===== src/flash_regs_pkg.sv =====
// Package for the flash status and configuration register set.
// Holds bit positions, reset values and the operation state encoding.
package flash_regs_pkg;

  // ----------------------------------------------------------------
  // Status register one field positions
  // ----------------------------------------------------------------
  localparam int unsigned S1_LOCK_BIT    = 7;
  localparam int unsigned S1_PERR_BIT    = 6;
  localparam int unsigned S1_EERR_BIT    = 5;
  localparam int unsigned S1_BP_HI       = 4;
  localparam int unsigned S1_BP_LO       = 2;
  localparam int unsigned S1_LATCH_BIT   = 1;
  localparam int unsigned S1_BUSY_BIT    = 0;

  // ----------------------------------------------------------------
  // Configuration register field positions
  // ----------------------------------------------------------------
  localparam int unsigned CR_LAT_HI      = 7;
  localparam int unsigned CR_LAT_LO      = 6;
  localparam int unsigned CR_BOTTOM_BIT  = 5;
  localparam int unsigned CR_VOLSEL_BIT  = 3;
  localparam int unsigned CR_QUAD_BIT    = 1;
  localparam int unsigned CR_FREEZE_BIT  = 0;

  // ----------------------------------------------------------------
  // Status register two field positions
  // ----------------------------------------------------------------
  localparam int unsigned S2_ESUS_BIT    = 1;
  localparam int unsigned S2_PSUS_BIT    = 0;

  // ----------------------------------------------------------------
  // Reset values
  // ----------------------------------------------------------------
  localparam logic [2:0] BP_NV_RESET     = 3'h0;
  localparam logic [2:0] BP_VOL_RESET    = 3'h7;
  localparam logic [1:0] LATENCY_RESET   = 2'h0;
  localparam logic       FLAG_RESET      = 1'b0;

  // Internal operation state
  typedef enum logic [1:0]
  {
    OP_IDLE    = 2'b00,
    OP_REGW    = 2'b01,
    OP_PROGRAM = 2'b10,
    OP_ERASE   = 2'b11
  } op_state_e;

endpackage


===== src/flash_status_config_regs.sv =====
// Status and configuration register set of a serial NOR flash.
// Assumes a command decoder on clk delivers one-cycle command pulses
// with their data, and the array engine reports done and errors.
// Behaviour
// - Lock bit and low pin ignore register writes
// - Program or erase error sets its flag
// - Writes, program, erase need write enable latch
// - Only enable and disable commands change latch
// - Busy flag high while any operation runs and is not suspended
// - Protect level selects contiguous protected sector range
// - Volatile select makes protect bits volatile, default ones
// - Latency code selects read latency, default zero
// - Bottom bit starts range at low addresses
// - Quad enable selects quad or serial mode
// - Freeze locks protect bits, bottom bit, volatile select
// - Erase suspend flag follows erase suspend mode
// - Program suspend flag follows program suspend mode
`timescale 1ns/100ps

module flash_status_config_regs
#(
  parameter int unsigned SECTOR_BITS        = 8,
  parameter int unsigned WRITE_BUSY_CYCLES  = 16
)
(
  input  wire logic                   clk,
  input  wire logic                   rstn,
  input  wire logic                   write_protect_n,
  input  wire logic                   set_write_enable_cmd,
  input  wire logic                   clear_write_enable_cmd,
  input  wire logic                   write_registers_cmd,
  input  wire logic [7:0]             wr_status_data,
  input  wire logic [7:0]             wr_config_data,
  input  wire logic                   wr_config_valid,
  input  wire logic                   clear_status_cmd,
  input  wire logic                   program_cmd,
  input  wire logic                   erase_cmd,
  input  wire logic [SECTOR_BITS-1:0] target_sector,
  input  wire logic                   op_done,
  input  wire logic                   program_error,
  input  wire logic                   erase_error,
  input  wire logic                   erase_suspend,
  input  wire logic                   program_suspend,
  output logic [7:0]                  status_reg_one,
  output logic [7:0]                  config_reg,
  output logic [7:0]                  status_reg_two,
  output logic [1:0]                  read_latency_code,
  output logic                        quad_io_enable,
  output logic                        target_protected,
  output logic                        program_start,
  output logic                        erase_start
);

  import flash_regs_pkg::*;

  localparam int unsigned CNT_W = $clog2(WRITE_BUSY_CYCLES + 1);
  localparam logic [CNT_W-1:0] WRITE_BUSY_LOAD = CNT_W'(WRITE_BUSY_CYCLES);
  localparam logic [SECTOR_BITS:0] SECTOR_TOTAL = (SECTOR_BITS+1)'(1 << SECTOR_BITS);

  // ----------------------------------------------------------------
  // Register state
  // ----------------------------------------------------------------
  logic                   wp_meta;
  logic                   wp_sync;
  logic                   status_write_lock;
  logic                   program_error_flag;
  logic                   erase_error_flag;
  logic [2:0]             bp_nv;
  logic [2:0]             bp_vol;
  logic [2:0]             block_protect_level;
  logic                   write_enable_latch;
  logic                   busy_flag;
  logic                   protect_from_bottom;
  logic                   bp_volatile_select;
  logic                   protection_freeze;
  logic                   erase_suspend_flag;
  logic                   program_suspend_flag;
  op_state_e              op_state;
  logic [CNT_W-1:0]       busy_count;
  logic                   hw_locked;
  logic                   regw_accept;
  logic                   prog_accept;
  logic                   erase_accept;
  logic [SECTOR_BITS:0]   prot_count;
  logic [SECTOR_BITS:0]   sector_ext;

  // ----------------------------------------------------------------
  // Pin synchroniser and command acceptance
  // ----------------------------------------------------------------
  // Write-protect pin passes two flops before use
  always_ff @(posedge clk or negedge rstn)
  begin
    if (!rstn)
    begin
      wp_meta <= 1'b1;
      wp_sync <= 1'b1;
    end
    else
    begin
      wp_meta <= write_protect_n;
      wp_sync <= wp_meta;
    end
  end

  // Hardware lock only when lock bit set and pin driven low
  assign hw_locked = status_write_lock && !wp_sync;

  // Commands need the latch and an idle engine
  assign regw_accept  = write_registers_cmd && write_enable_latch
                        && !hw_locked && (op_state == OP_IDLE);
  assign prog_accept  = program_cmd && write_enable_latch
                        && (op_state == OP_IDLE) && !target_protected;
  assign erase_accept = erase_cmd && write_enable_latch
                        && (op_state == OP_IDLE) && !target_protected;

  assign program_start = prog_accept;
  assign erase_start   = erase_accept;

  // ----------------------------------------------------------------
  // Operation engine and busy flag
  // ----------------------------------------------------------------
  // Track the running operation; register writes time out on a count
  always_ff @(posedge clk or negedge rstn)
  begin
    if (!rstn)
    begin
      op_state   <= OP_IDLE;
      busy_count <= '0;
    end
    else
    begin
      unique case (op_state)
        OP_IDLE:
        begin
          if (regw_accept)
          begin
            op_state   <= OP_REGW;
            busy_count <= WRITE_BUSY_LOAD;
          end
          else if (prog_accept)
            op_state <= OP_PROGRAM;
          else if (erase_accept)
            op_state <= OP_ERASE;
        end
        OP_REGW:
        begin
          if (busy_count <= CNT_W'(1))
            op_state <= OP_IDLE;
          busy_count <= busy_count - CNT_W'(1);
        end
        OP_PROGRAM, OP_ERASE:
        begin
          if (op_done)
            op_state <= OP_IDLE;
        end
      endcase
    end
  end

  // Busy while an operation runs and is not suspended
  always_ff @(posedge clk or negedge rstn)
  begin
    if (!rstn)
      busy_flag <= FLAG_RESET;
    else
      busy_flag <= (op_state != OP_IDLE || regw_accept || prog_accept || erase_accept)
                   && !(erase_suspend || program_suspend)
                   && !(op_state != OP_REGW && op_done);
  end

  // ----------------------------------------------------------------
  // Write enable latch
  // ----------------------------------------------------------------
  // Set and clear commands only; register writes never touch it
  always_ff @(posedge clk or negedge rstn)
  begin
    if (!rstn)
      write_enable_latch <= FLAG_RESET;
    else if (set_write_enable_cmd)
      write_enable_latch <= 1'b1;
    else if (clear_write_enable_cmd)
      write_enable_latch <= 1'b0;
  end

  // ----------------------------------------------------------------
  // Error and suspend flags
  // ----------------------------------------------------------------
  // Sticky error flags; a new error wins over a clear in the same cycle
  always_ff @(posedge clk or negedge rstn)
  begin
    if (!rstn)
    begin
      program_error_flag <= FLAG_RESET;
      erase_error_flag   <= FLAG_RESET;
    end
    else
    begin
      program_error_flag <= program_error
                            || (program_error_flag && !clear_status_cmd);
      erase_error_flag   <= erase_error
                            || (erase_error_flag && !clear_status_cmd);
    end
  end

  // Suspend flags mirror the engine's suspend modes
  always_ff @(posedge clk or negedge rstn)
  begin
    if (!rstn)
    begin
      erase_suspend_flag   <= FLAG_RESET;
      program_suspend_flag <= FLAG_RESET;
    end
    else
    begin
      erase_suspend_flag   <= erase_suspend;
      program_suspend_flag <= program_suspend;
    end
  end

  // ----------------------------------------------------------------
  // Writable status and configuration fields
  // ----------------------------------------------------------------
  // Lock bit, latency and quad enable follow accepted writes
  always_ff @(posedge clk or negedge rstn)
  begin
    if (!rstn)
    begin
      status_write_lock <= FLAG_RESET;
      read_latency_code <= LATENCY_RESET;
      quad_io_enable    <= FLAG_RESET;
    end
    else if (regw_accept)
    begin
      status_write_lock <= wr_status_data[S1_LOCK_BIT];
      if (wr_config_valid)
      begin
        read_latency_code <= wr_config_data[CR_LAT_HI:CR_LAT_LO];
        quad_io_enable    <= wr_config_data[CR_QUAD_BIT];
      end
    end
  end

  // Protect bits land in the store chosen by the volatile select
  always_ff @(posedge clk or negedge rstn)
  begin
    if (!rstn)
    begin
      bp_nv  <= BP_NV_RESET;
      bp_vol <= BP_VOL_RESET;
    end
    else if (regw_accept && !protection_freeze)
    begin
      if (bp_volatile_select)
        bp_vol <= wr_status_data[S1_BP_HI:S1_BP_LO];
      else
        bp_nv  <= wr_status_data[S1_BP_HI:S1_BP_LO];
    end
  end

  assign block_protect_level = bp_volatile_select ? bp_vol : bp_nv;

  // One-time bits only go from zero to one; freeze is cleared by reset
  always_ff @(posedge clk or negedge rstn)
  begin
    if (!rstn)
    begin
      protect_from_bottom <= FLAG_RESET;
      bp_volatile_select  <= FLAG_RESET;
      protection_freeze   <= FLAG_RESET;
    end
    else if (regw_accept && wr_config_valid)
    begin
      if (!protection_freeze && wr_config_data[CR_BOTTOM_BIT])
        protect_from_bottom <= 1'b1;
      if (!protection_freeze && wr_config_data[CR_VOLSEL_BIT])
        bp_volatile_select <= 1'b1;
      if (wr_config_data[CR_FREEZE_BIT])
        protection_freeze <= 1'b1;
    end
  end

  // ----------------------------------------------------------------
  // Protected range check
  // ----------------------------------------------------------------
  // Level k from 1 to 7 protects total >> (7 - k) sectors from one end; level 0 protects none
  always_comb
  begin
    prot_count = '0;
    if (block_protect_level != 3'h0)
      prot_count = SECTOR_TOTAL >> (3'h7 - block_protect_level);
  end

  assign sector_ext = {1'b0, target_sector};

  // Bottom start counts from sector zero, top start from the last
  assign target_protected = protect_from_bottom
                            ? (sector_ext < prot_count)
                            : (sector_ext >= SECTOR_TOTAL - prot_count);

  // ----------------------------------------------------------------
  // Register read views
  // ----------------------------------------------------------------
  // Read-only flags come from internal state only
  always_comb
  begin
    status_reg_one                        = 8'h00;
    status_reg_one[S1_LOCK_BIT]           = status_write_lock;
    status_reg_one[S1_PERR_BIT]           = program_error_flag;
    status_reg_one[S1_EERR_BIT]           = erase_error_flag;
    status_reg_one[S1_BP_HI:S1_BP_LO]     = block_protect_level;
    status_reg_one[S1_LATCH_BIT]          = write_enable_latch;
    status_reg_one[S1_BUSY_BIT]           = busy_flag;
  end

  // Reserved configuration bits stay zero
  always_comb
  begin
    config_reg                       = 8'h00;
    config_reg[CR_LAT_HI:CR_LAT_LO]  = read_latency_code;
    config_reg[CR_BOTTOM_BIT]        = protect_from_bottom;
    config_reg[CR_VOLSEL_BIT]        = bp_volatile_select;
    config_reg[CR_QUAD_BIT]          = quad_io_enable;
    config_reg[CR_FREEZE_BIT]        = protection_freeze;
  end

  // Only the suspend flags are live in status register two
  always_comb
  begin
    status_reg_two               = 8'h00;
    status_reg_two[S2_ESUS_BIT]  = erase_suspend_flag;
    status_reg_two[S2_PSUS_BIT]  = program_suspend_flag;
  end

endmodule


===== config.mk =====
export PLATFORM = sky130hd
export DESIGN_NAME = flash_status_config_regs
export DESIGN_NICKNAME = d
export VERILOG_FILES = /design/src/flash_regs_pkg.sv /design/src/flash_status_config_regs.sv
export SDC_FILE = /design/constraint.sdc
export NUM_CORES = 1
export LEC_CHECK = 0
export ABC_CLOCK_PERIOD_IN_PS = 2800
export BUFFER_PORTS_ARGS = -buffer_cell sky130_fd_sc_hd__buf_2
export CAP_MARGIN = 0
export CORE_MARGIN = 1
export CORE_UTILIZATION = 44
export DETAILED_ROUTE_END_ITERATION = 7
export PLACE_DENSITY = 0.76
export SETUP_SLACK_MARGIN = 0.5
export SKIP_CTS_REPAIR_TIMING = 1
export SLEW_MARGIN = 15
export SYNTH_ARGS = -nofsm -noshare
export SYNTH_HDL_FRONTEND = slang
export SYNTH_SLANG_ARGS = --single-unit

===== constraint.sdc =====
create_clock -name clk -period 2.8 [get_ports clk]
set_input_delay 0.28 -clock clk [delete_from_list [all_inputs] [get_ports clk]]
set_output_delay 0.28 -clock clk [all_outputs]
set_load 0.005 [all_outputs]

[Word-level counts from Yosys, hierarchy flattened]
Index checks and enable logic that the tools add are counted.
Word-level totals
  logic and storage cells: 93
  output and inout port bits: 30
  input bits: 39
  bits in registers: 28
Operators by class
  add/sub/neg operators: 3
  shift operators: 1
  reductions and logical operators: 46
  equality and inequality tests: 8
  $lt $le $gt $ge: 3
  bitwise operators: 1
  mux-type cells: 13
Operators by type and width (number)
  1-bit logical AND: 19
  2-bit AND reduction: 7
  2-bit 2-to-1 mux: 5
  5-bit one-hot mux with 2 select lines: 1
  8-bit by 9-bit >= comparator with 1-bit output: 1
  8-bit by 9-bit less-than comparator with 1-bit output: 1
  9-bit 2-to-1 mux: 1
  9-bit by 3-bit right shift with 9-bit output, first input constant: 1
  9-bit subtractor, first input constant: 1
  1-bit zero test: 7
  1-bit logical OR: 6
  2-bit != test, second input constant: 3
  2-bit one-hot mux with 3 select lines: 1
  2-bit nonzero test: 3
  5-bit by 1-bit less-or-equal comparator with 1-bit output, second input constant: 1
  5-bit 2-to-1 mux: 1
  5-bit by 1-bit subtractor with 5-bit output, second input constant: 1
  2-bit equality test, second input constant: 2
  4-bit != test, second input constant: 1
  1-bit 2-to-1 mux: 3
  3-bit 2-to-1 mux: 1
  3-bit AND reduction: 1
  3-bit nonzero test: 1
  3-bit subtractor, first input constant: 1
  5 further kinds: 5

[Depth between registers and ports, before layout]
  depth in word-level cells: 13
  mapped depth: 14
  gate-level depth less buffers: 13

[Least setup slack after synthesis]
No wires, ideal clock.
  path kind: reg2out
  start point: reg bp_volatile_select
  end point: out erase_start
  path slack: -0.283 ns
  cell stages (with the launch flop): 14
  required time: 2.520 ns
  arrival: 2.803 ns
  cell sequence: dfrtp_1 > buf_2 > mux2i_1 > inv_1 > nor2_1 > nand2_1 > ha_1 > xnor2_1 > ha_1 > a21oi_1 > a21oi_1 > a2111oi_2 > o31ai_2 > nor2_1
On the way
  longest elaborated chain between the ends: 9
  elaborated cells between the ends (all ways): 11
Ends and longest elaborated chain
  from (decl): line flash_status_config_regs.sv:74  | logic bp_volatile_select;
  from (signal assigned): line flash_status_config_regs.sv:268  | bp_volatile_select <= FLAG_RESET;
  from (signal assigned): line flash_status_config_regs.sv:276  | bp_volatile_select <= 1'b1;
  3-bit 2-to-1 mux (*): line flash_status_config_regs.sv:260  | assign block_protect_level = bp_volatile_select ? bp_vol : bp_nv;
  named net status_reg_one[3]: line flash_status_config_regs.sv:44  | output logic [7:0] status_reg_one,
  3-bit subtractor: line flash_status_config_regs.sv:290  | prot_count = SECTOR_TOTAL >> (3'h7 - block_protect_level);
  9-bit by 3-bit right shift with 9-bit output: line flash_status_config_regs.sv:290
  9-bit 2-to-1 mux (*): line flash_status_config_regs.sv:289  | if (block_protect_level != 3'h0)
  9-bit subtractor: line flash_status_config_regs.sv:298  | : (sector_ext >= SECTOR_TOTAL - prot_count);
  8-bit by 9-bit >= comparator with 1-bit output: line flash_status_config_regs.sv:298
  1-bit 2-to-1 mux (*): line flash_status_config_regs.sv:297  | ? (sector_ext < prot_count)
  named net target_protected: line flash_status_config_regs.sv:49  | output logic target_protected,
  1-bit zero test (*): line flash_status_config_regs.sv:114  | && (op_state == OP_IDLE) && !target_protected;
  1-bit logical AND (*): line flash_status_config_regs.sv:114
  to (decl): line flash_status_config_regs.sv:51  | output logic erase_start
The timed path passes the listed nets; every way through them passes the cells marked *.

[Worst setup path after layout]
  start point: reg bp_volatile_select
  end point: out program_start
On the way
  longest elaborated chain between the ends: 9
  elaborated cells between the ends (all ways): 11
Ends and longest elaborated chain
  3-bit 2-to-1 mux (*): line flash_status_config_regs.sv:260
  3-bit subtractor: line flash_status_config_regs.sv:290
  9-bit by 3-bit right shift with 9-bit output: line flash_status_config_regs.sv:290
  9-bit 2-to-1 mux (*): line flash_status_config_regs.sv:289
  9-bit subtractor: line flash_status_config_regs.sv:298
  8-bit by 9-bit >= comparator with 1-bit output: line flash_status_config_regs.sv:298
  1-bit 2-to-1 mux (*): line flash_status_config_regs.sv:297
  1-bit zero test (*): line flash_status_config_regs.sv:112  | && (op_state == OP_IDLE) && !target_protected;
  1-bit logical AND (*): line flash_status_config_regs.sv:112
  to (decl): line flash_status_config_regs.sv:50  | output logic program_start,
Mark *: on every way between the ends. The rest lies on a longest branch, timed or not.

==> results.py <==
metrics = {
    "status": {
        "status": "finished, violations left",
        "violations": "negative setup slack",
    },
    "worst_setup_path": {
        "crit_top_cell": "buf_4",
        "critPathKind": "reg -> out",
        "critPathBufInv": 3,
        "cpPeakStageDelay_ns": 0.47,
        "path_max_fanout": 5,
        "crit_slowest_cell": "dfrtp_2",
        "cp_cell_sequence": "buf_4 > mux2i_2 > buf_4 > nand2_2 > ha_4 > nand2_1 > o21ai_1 > ha_1 > a21o_1 > a2111oi_4 > o31ai_4 > nor2_1 > buf_2",
        "cp_top_family": "compound AO/OA/AOI/OAI gates",
        "worstPathArrival_ns": 2.83,
        "start_kind": "flip-flop",
        "required_ns": 2.52,
        "cp-end-kind": "primary output",
    },
    "cts": {
        "cts_made_buffers": 3,
        "worstSkewPairLatency_ns": 0.27,
        "clk_path_buf_depth": 2,
        "cts_tree": "built",
        "path_clk_slew_ns": 0.09,
        "htree_levels": 1,
        "cts.sinks": 28,
        "clk_root_buffer_cell": "clkbuf_8",
    },
    "grt": {
        "grtUsageMet2_pct": 29.8,
        "grt_start_max_net_pins": 29,
        "met1_usage_pct": 23.4,
        "grtUsageTotal_pct": 17.7,
        "use_met3_pct": 2.41,
        "grt.busiest_layer": "met2",
        "grt_first_pass_wirelength_mm": 5.97,
        "grt_overflow_total": 0,
        "grt_pass1_vias": 1359,
        "antenna_found_initial": 0,
    },
    "sta": {
        "setup_viol": 4,
        "rsz0062_at_grt": "true",
        "layout_min_cycle_time_ns": 3.11,
        "finalHoldViolCount": 0,
        "fmax_mhz": 322,
        "slew_viol_final": 0,
        "worstMarginPinSlew_ns": 0.609,
        "period_share_pct": 111,
        "whs_ns": 0.00414,
        "setup_tns_ns": -0.844,
        "fin_ws_ns": -0.307,
        "slew_headroom_pct": 59.4,
        "fin_skew_ns": 0.00681,
    },
    "drt": {
        "post_drt_wl_per_cell_um": 12.5,
        "drt.antenna.violating_nets": 0,
        "vias": 1500,
        "totalWireLength_mm": 3.65,
        "firstDrtPassIters": 4,
        "route.detailed.drc": 0,
        "detail_route.vias_per_cell": 5.12,
        "initialDrtViolationCount": 16,
    },
    "flow_run": {
        "maxCapViolCount": 0,
    },
    "cells_and_area": {
        "antenna_cells": 0,
        "syn2layout_area_growth_pct": 27.2,
        "drive_above_1_share_pct": 45.7,
        "finalNetCount": 299,
        "layout.cells.non_filler": 293,
        "stdcell_area_mm2": 0.00229,
    },
    "placed_design": {
        "io_buffer_count": 52,
        "gp_congestion": 0.808,
        "post-place-ws_ns": -0.169,
        "place_area_mm2": 0.00218,
        "dp_hpwl_mm": 2.92,
        "dpl.cell_count": 287,
    },
    "floorplanning": {
        "pin_count": 69,
        "die_h_um": 66.0,
        "start_util_pct": 47.5,
        "core.rowCount": 22,
        "core_area_mm2": 0.00380,
        "die_x_um": 66.0,
        "dieArea_mm2": 0.00436,
    },
    "logic_synthesis": {
        "synth_warnings": 0,
        "ys_ff_latch": 28,
        "synth.most_common_cell": "dfrtp_1",
        "synth_edf_count": 0,
        "synthTopCellsByCount": "dfrtp_1 (23), buf_4 (21), nand2_1 (20), ha_1 (14)",
        "synth_area_leaders": "dfrtp_1 (32%), ha_1 (9.7%), buf_4 (8.7%)",
        "avgSynthCellArea_um2": 9.85,
        "syn_inst": 183,
        "yosysTopAreaCell": "dfrtp_1",
        "synthesis.area_mm2": 0.00180,
        "yosysSeqAreaShare_pct": 39.2,
        "synthDistinctLibCells": 38,
        "synth.top_cell.area_share_pct": 31.9,
        "async_flop_share_pct": 100,
        "ys.flop_type": "dfrtp_1",
    },
    "power_and_ir_drop": {
        "cellPowerDensity_mw_per_mm2": 1180,
        "ir_drop_v": 0.000546,
        "power.leakage_nw": 1.09,
    },
    "worst_hold_path": {
        "holdCritPathClass": "in -> async",
    },
}
-- worst reg2reg max path, cell delays in order, from the launching register on --
cell and delay (ns):
dfrtp_2 0.47, buf_4 0.16, mux2i_2 0.17, buf_4 0.16, nand2_2 0.07, ha_4 0.18, nand2_1 0.05, o21ai_1 0.07
ha_1 0.29, a21o_1 0.19, a2111oi_4 0.41, o31ai_4 0.12, buf_4 0.16, o32ai_2 0.24
-- logic make-up (layout without fill, tap and decap cells) --
| group | count (synthesis) | in the layout | share of synthesized area (%) |
|---|---|---|---|
| XOR/XNOR | 4 | 4 | 1.94 |
| buffers and inverters | 32 | 87 | 11.1 |
| other | 1 | 8 | 0.208 |
| AND/OR/NAND/NOR | 51 | 51 | 13.6 |
| AO/OA/AOI/OAI | 41 | 41 | 16.9 |
| adder cells (fa/ha/maj) | 14 | 14 | 9.72 |
| flip-flops | 28 | 28 | 39.2 |
| multiplexers | 12 | 12 | 7.29 |
-- cell usage in the layout (no fill, tap or decap), types with 2 or more instances in the layout --
master,count
a21o_1,5
a31o_2,2
nand2_1,17
o21ai_1,3
xnor2_1,3
mux2i_4,2
nand4b_1,2
nand2_2,3
mux2_2,9
inv_2,2
o21ai_0,9
buf_2,52
a211oi_1,2
a2111oi_4,2
o211ai_1,4
clkbuf_8,3
dfrtp_1,22
nor2_1,8
a21oi_1,4
ha_1,13
dfstp_2,5
inv_1,7
conb_1,8
nor2_4,2
buf_4,20
nand3_1,12
nor4b_1,2
-- per-stage QoR --
stage / utilization (%) / total power [mW]
CTS: 58.5 / 2.54
finish: 60.4 / 2.72
floorplan: - / 1.79
global route: 60.4 / 2.96
detailed placement: 57.3 / 2.31
global placement: 57.3 / 2.25
-- worst paths after layout --
| check | start | to | slack [ns] | cells after the start |
|---|---|---|---|---|
| worst max-delay path | bp_volatile_select$_DFFE_PN0P_ | program_start | -0.31 | 13 |
| worst min-delay path | rstn | program_suspend_flag$_DFF_PN0_ | 0.004 | 1 |
| worst max register to register | bp_volatile_select$_DFFE_PN0P_ | op_state[1]$_DFFE_PN0P_ | -0.01 | 13 |
| worst min register to register | wp_meta$_DFF_PN1_ | wp_sync$_DFF_PN1_ | 0.37 | 0 |
| max in group asynchronous | rstn | bp_volatile_select$_DFFE_PN0P_ | 2.35 | 1 |
| min in group clk | write_protect_n | wp_meta$_DFF_PN1_ | 0.10 | 1 |
-- flip-flops by register name, summed over array words and instances (netlist names), 2 cells and up --
signal,flops
read_latency_code,2
bp_vol,3
busy_count,5
op_state,2
bp_nv,3
-- report_power, final --
group	internal (mW)	leakage, nW	switching (mW)
sequential	0.573	0.324	0.188
combinational	0.914	0.741	0.822
clock	0.102	0.0228	0.116
total	1.59	1.09	1.13
-- per-layer routing --
metal  share of wire, %  up-vias  wire length [um]
met2                 48       37              1760
met5                  0        -                 0
li1                   -      753                 -
met4                1.3        0                48
met3                3.3        5               119
met1                 47      705              1720
-- final cells by class --
cell class,instances,area [um^2]
inverter,10,40.0
clock buffer,4,45.0
sequential,28,708
tap,48,60.1
timing repair buffer,73,422
multi-input combinational,130,1020
fill,332,1510
Note: power is estimated with default switching activity, not from simulation.
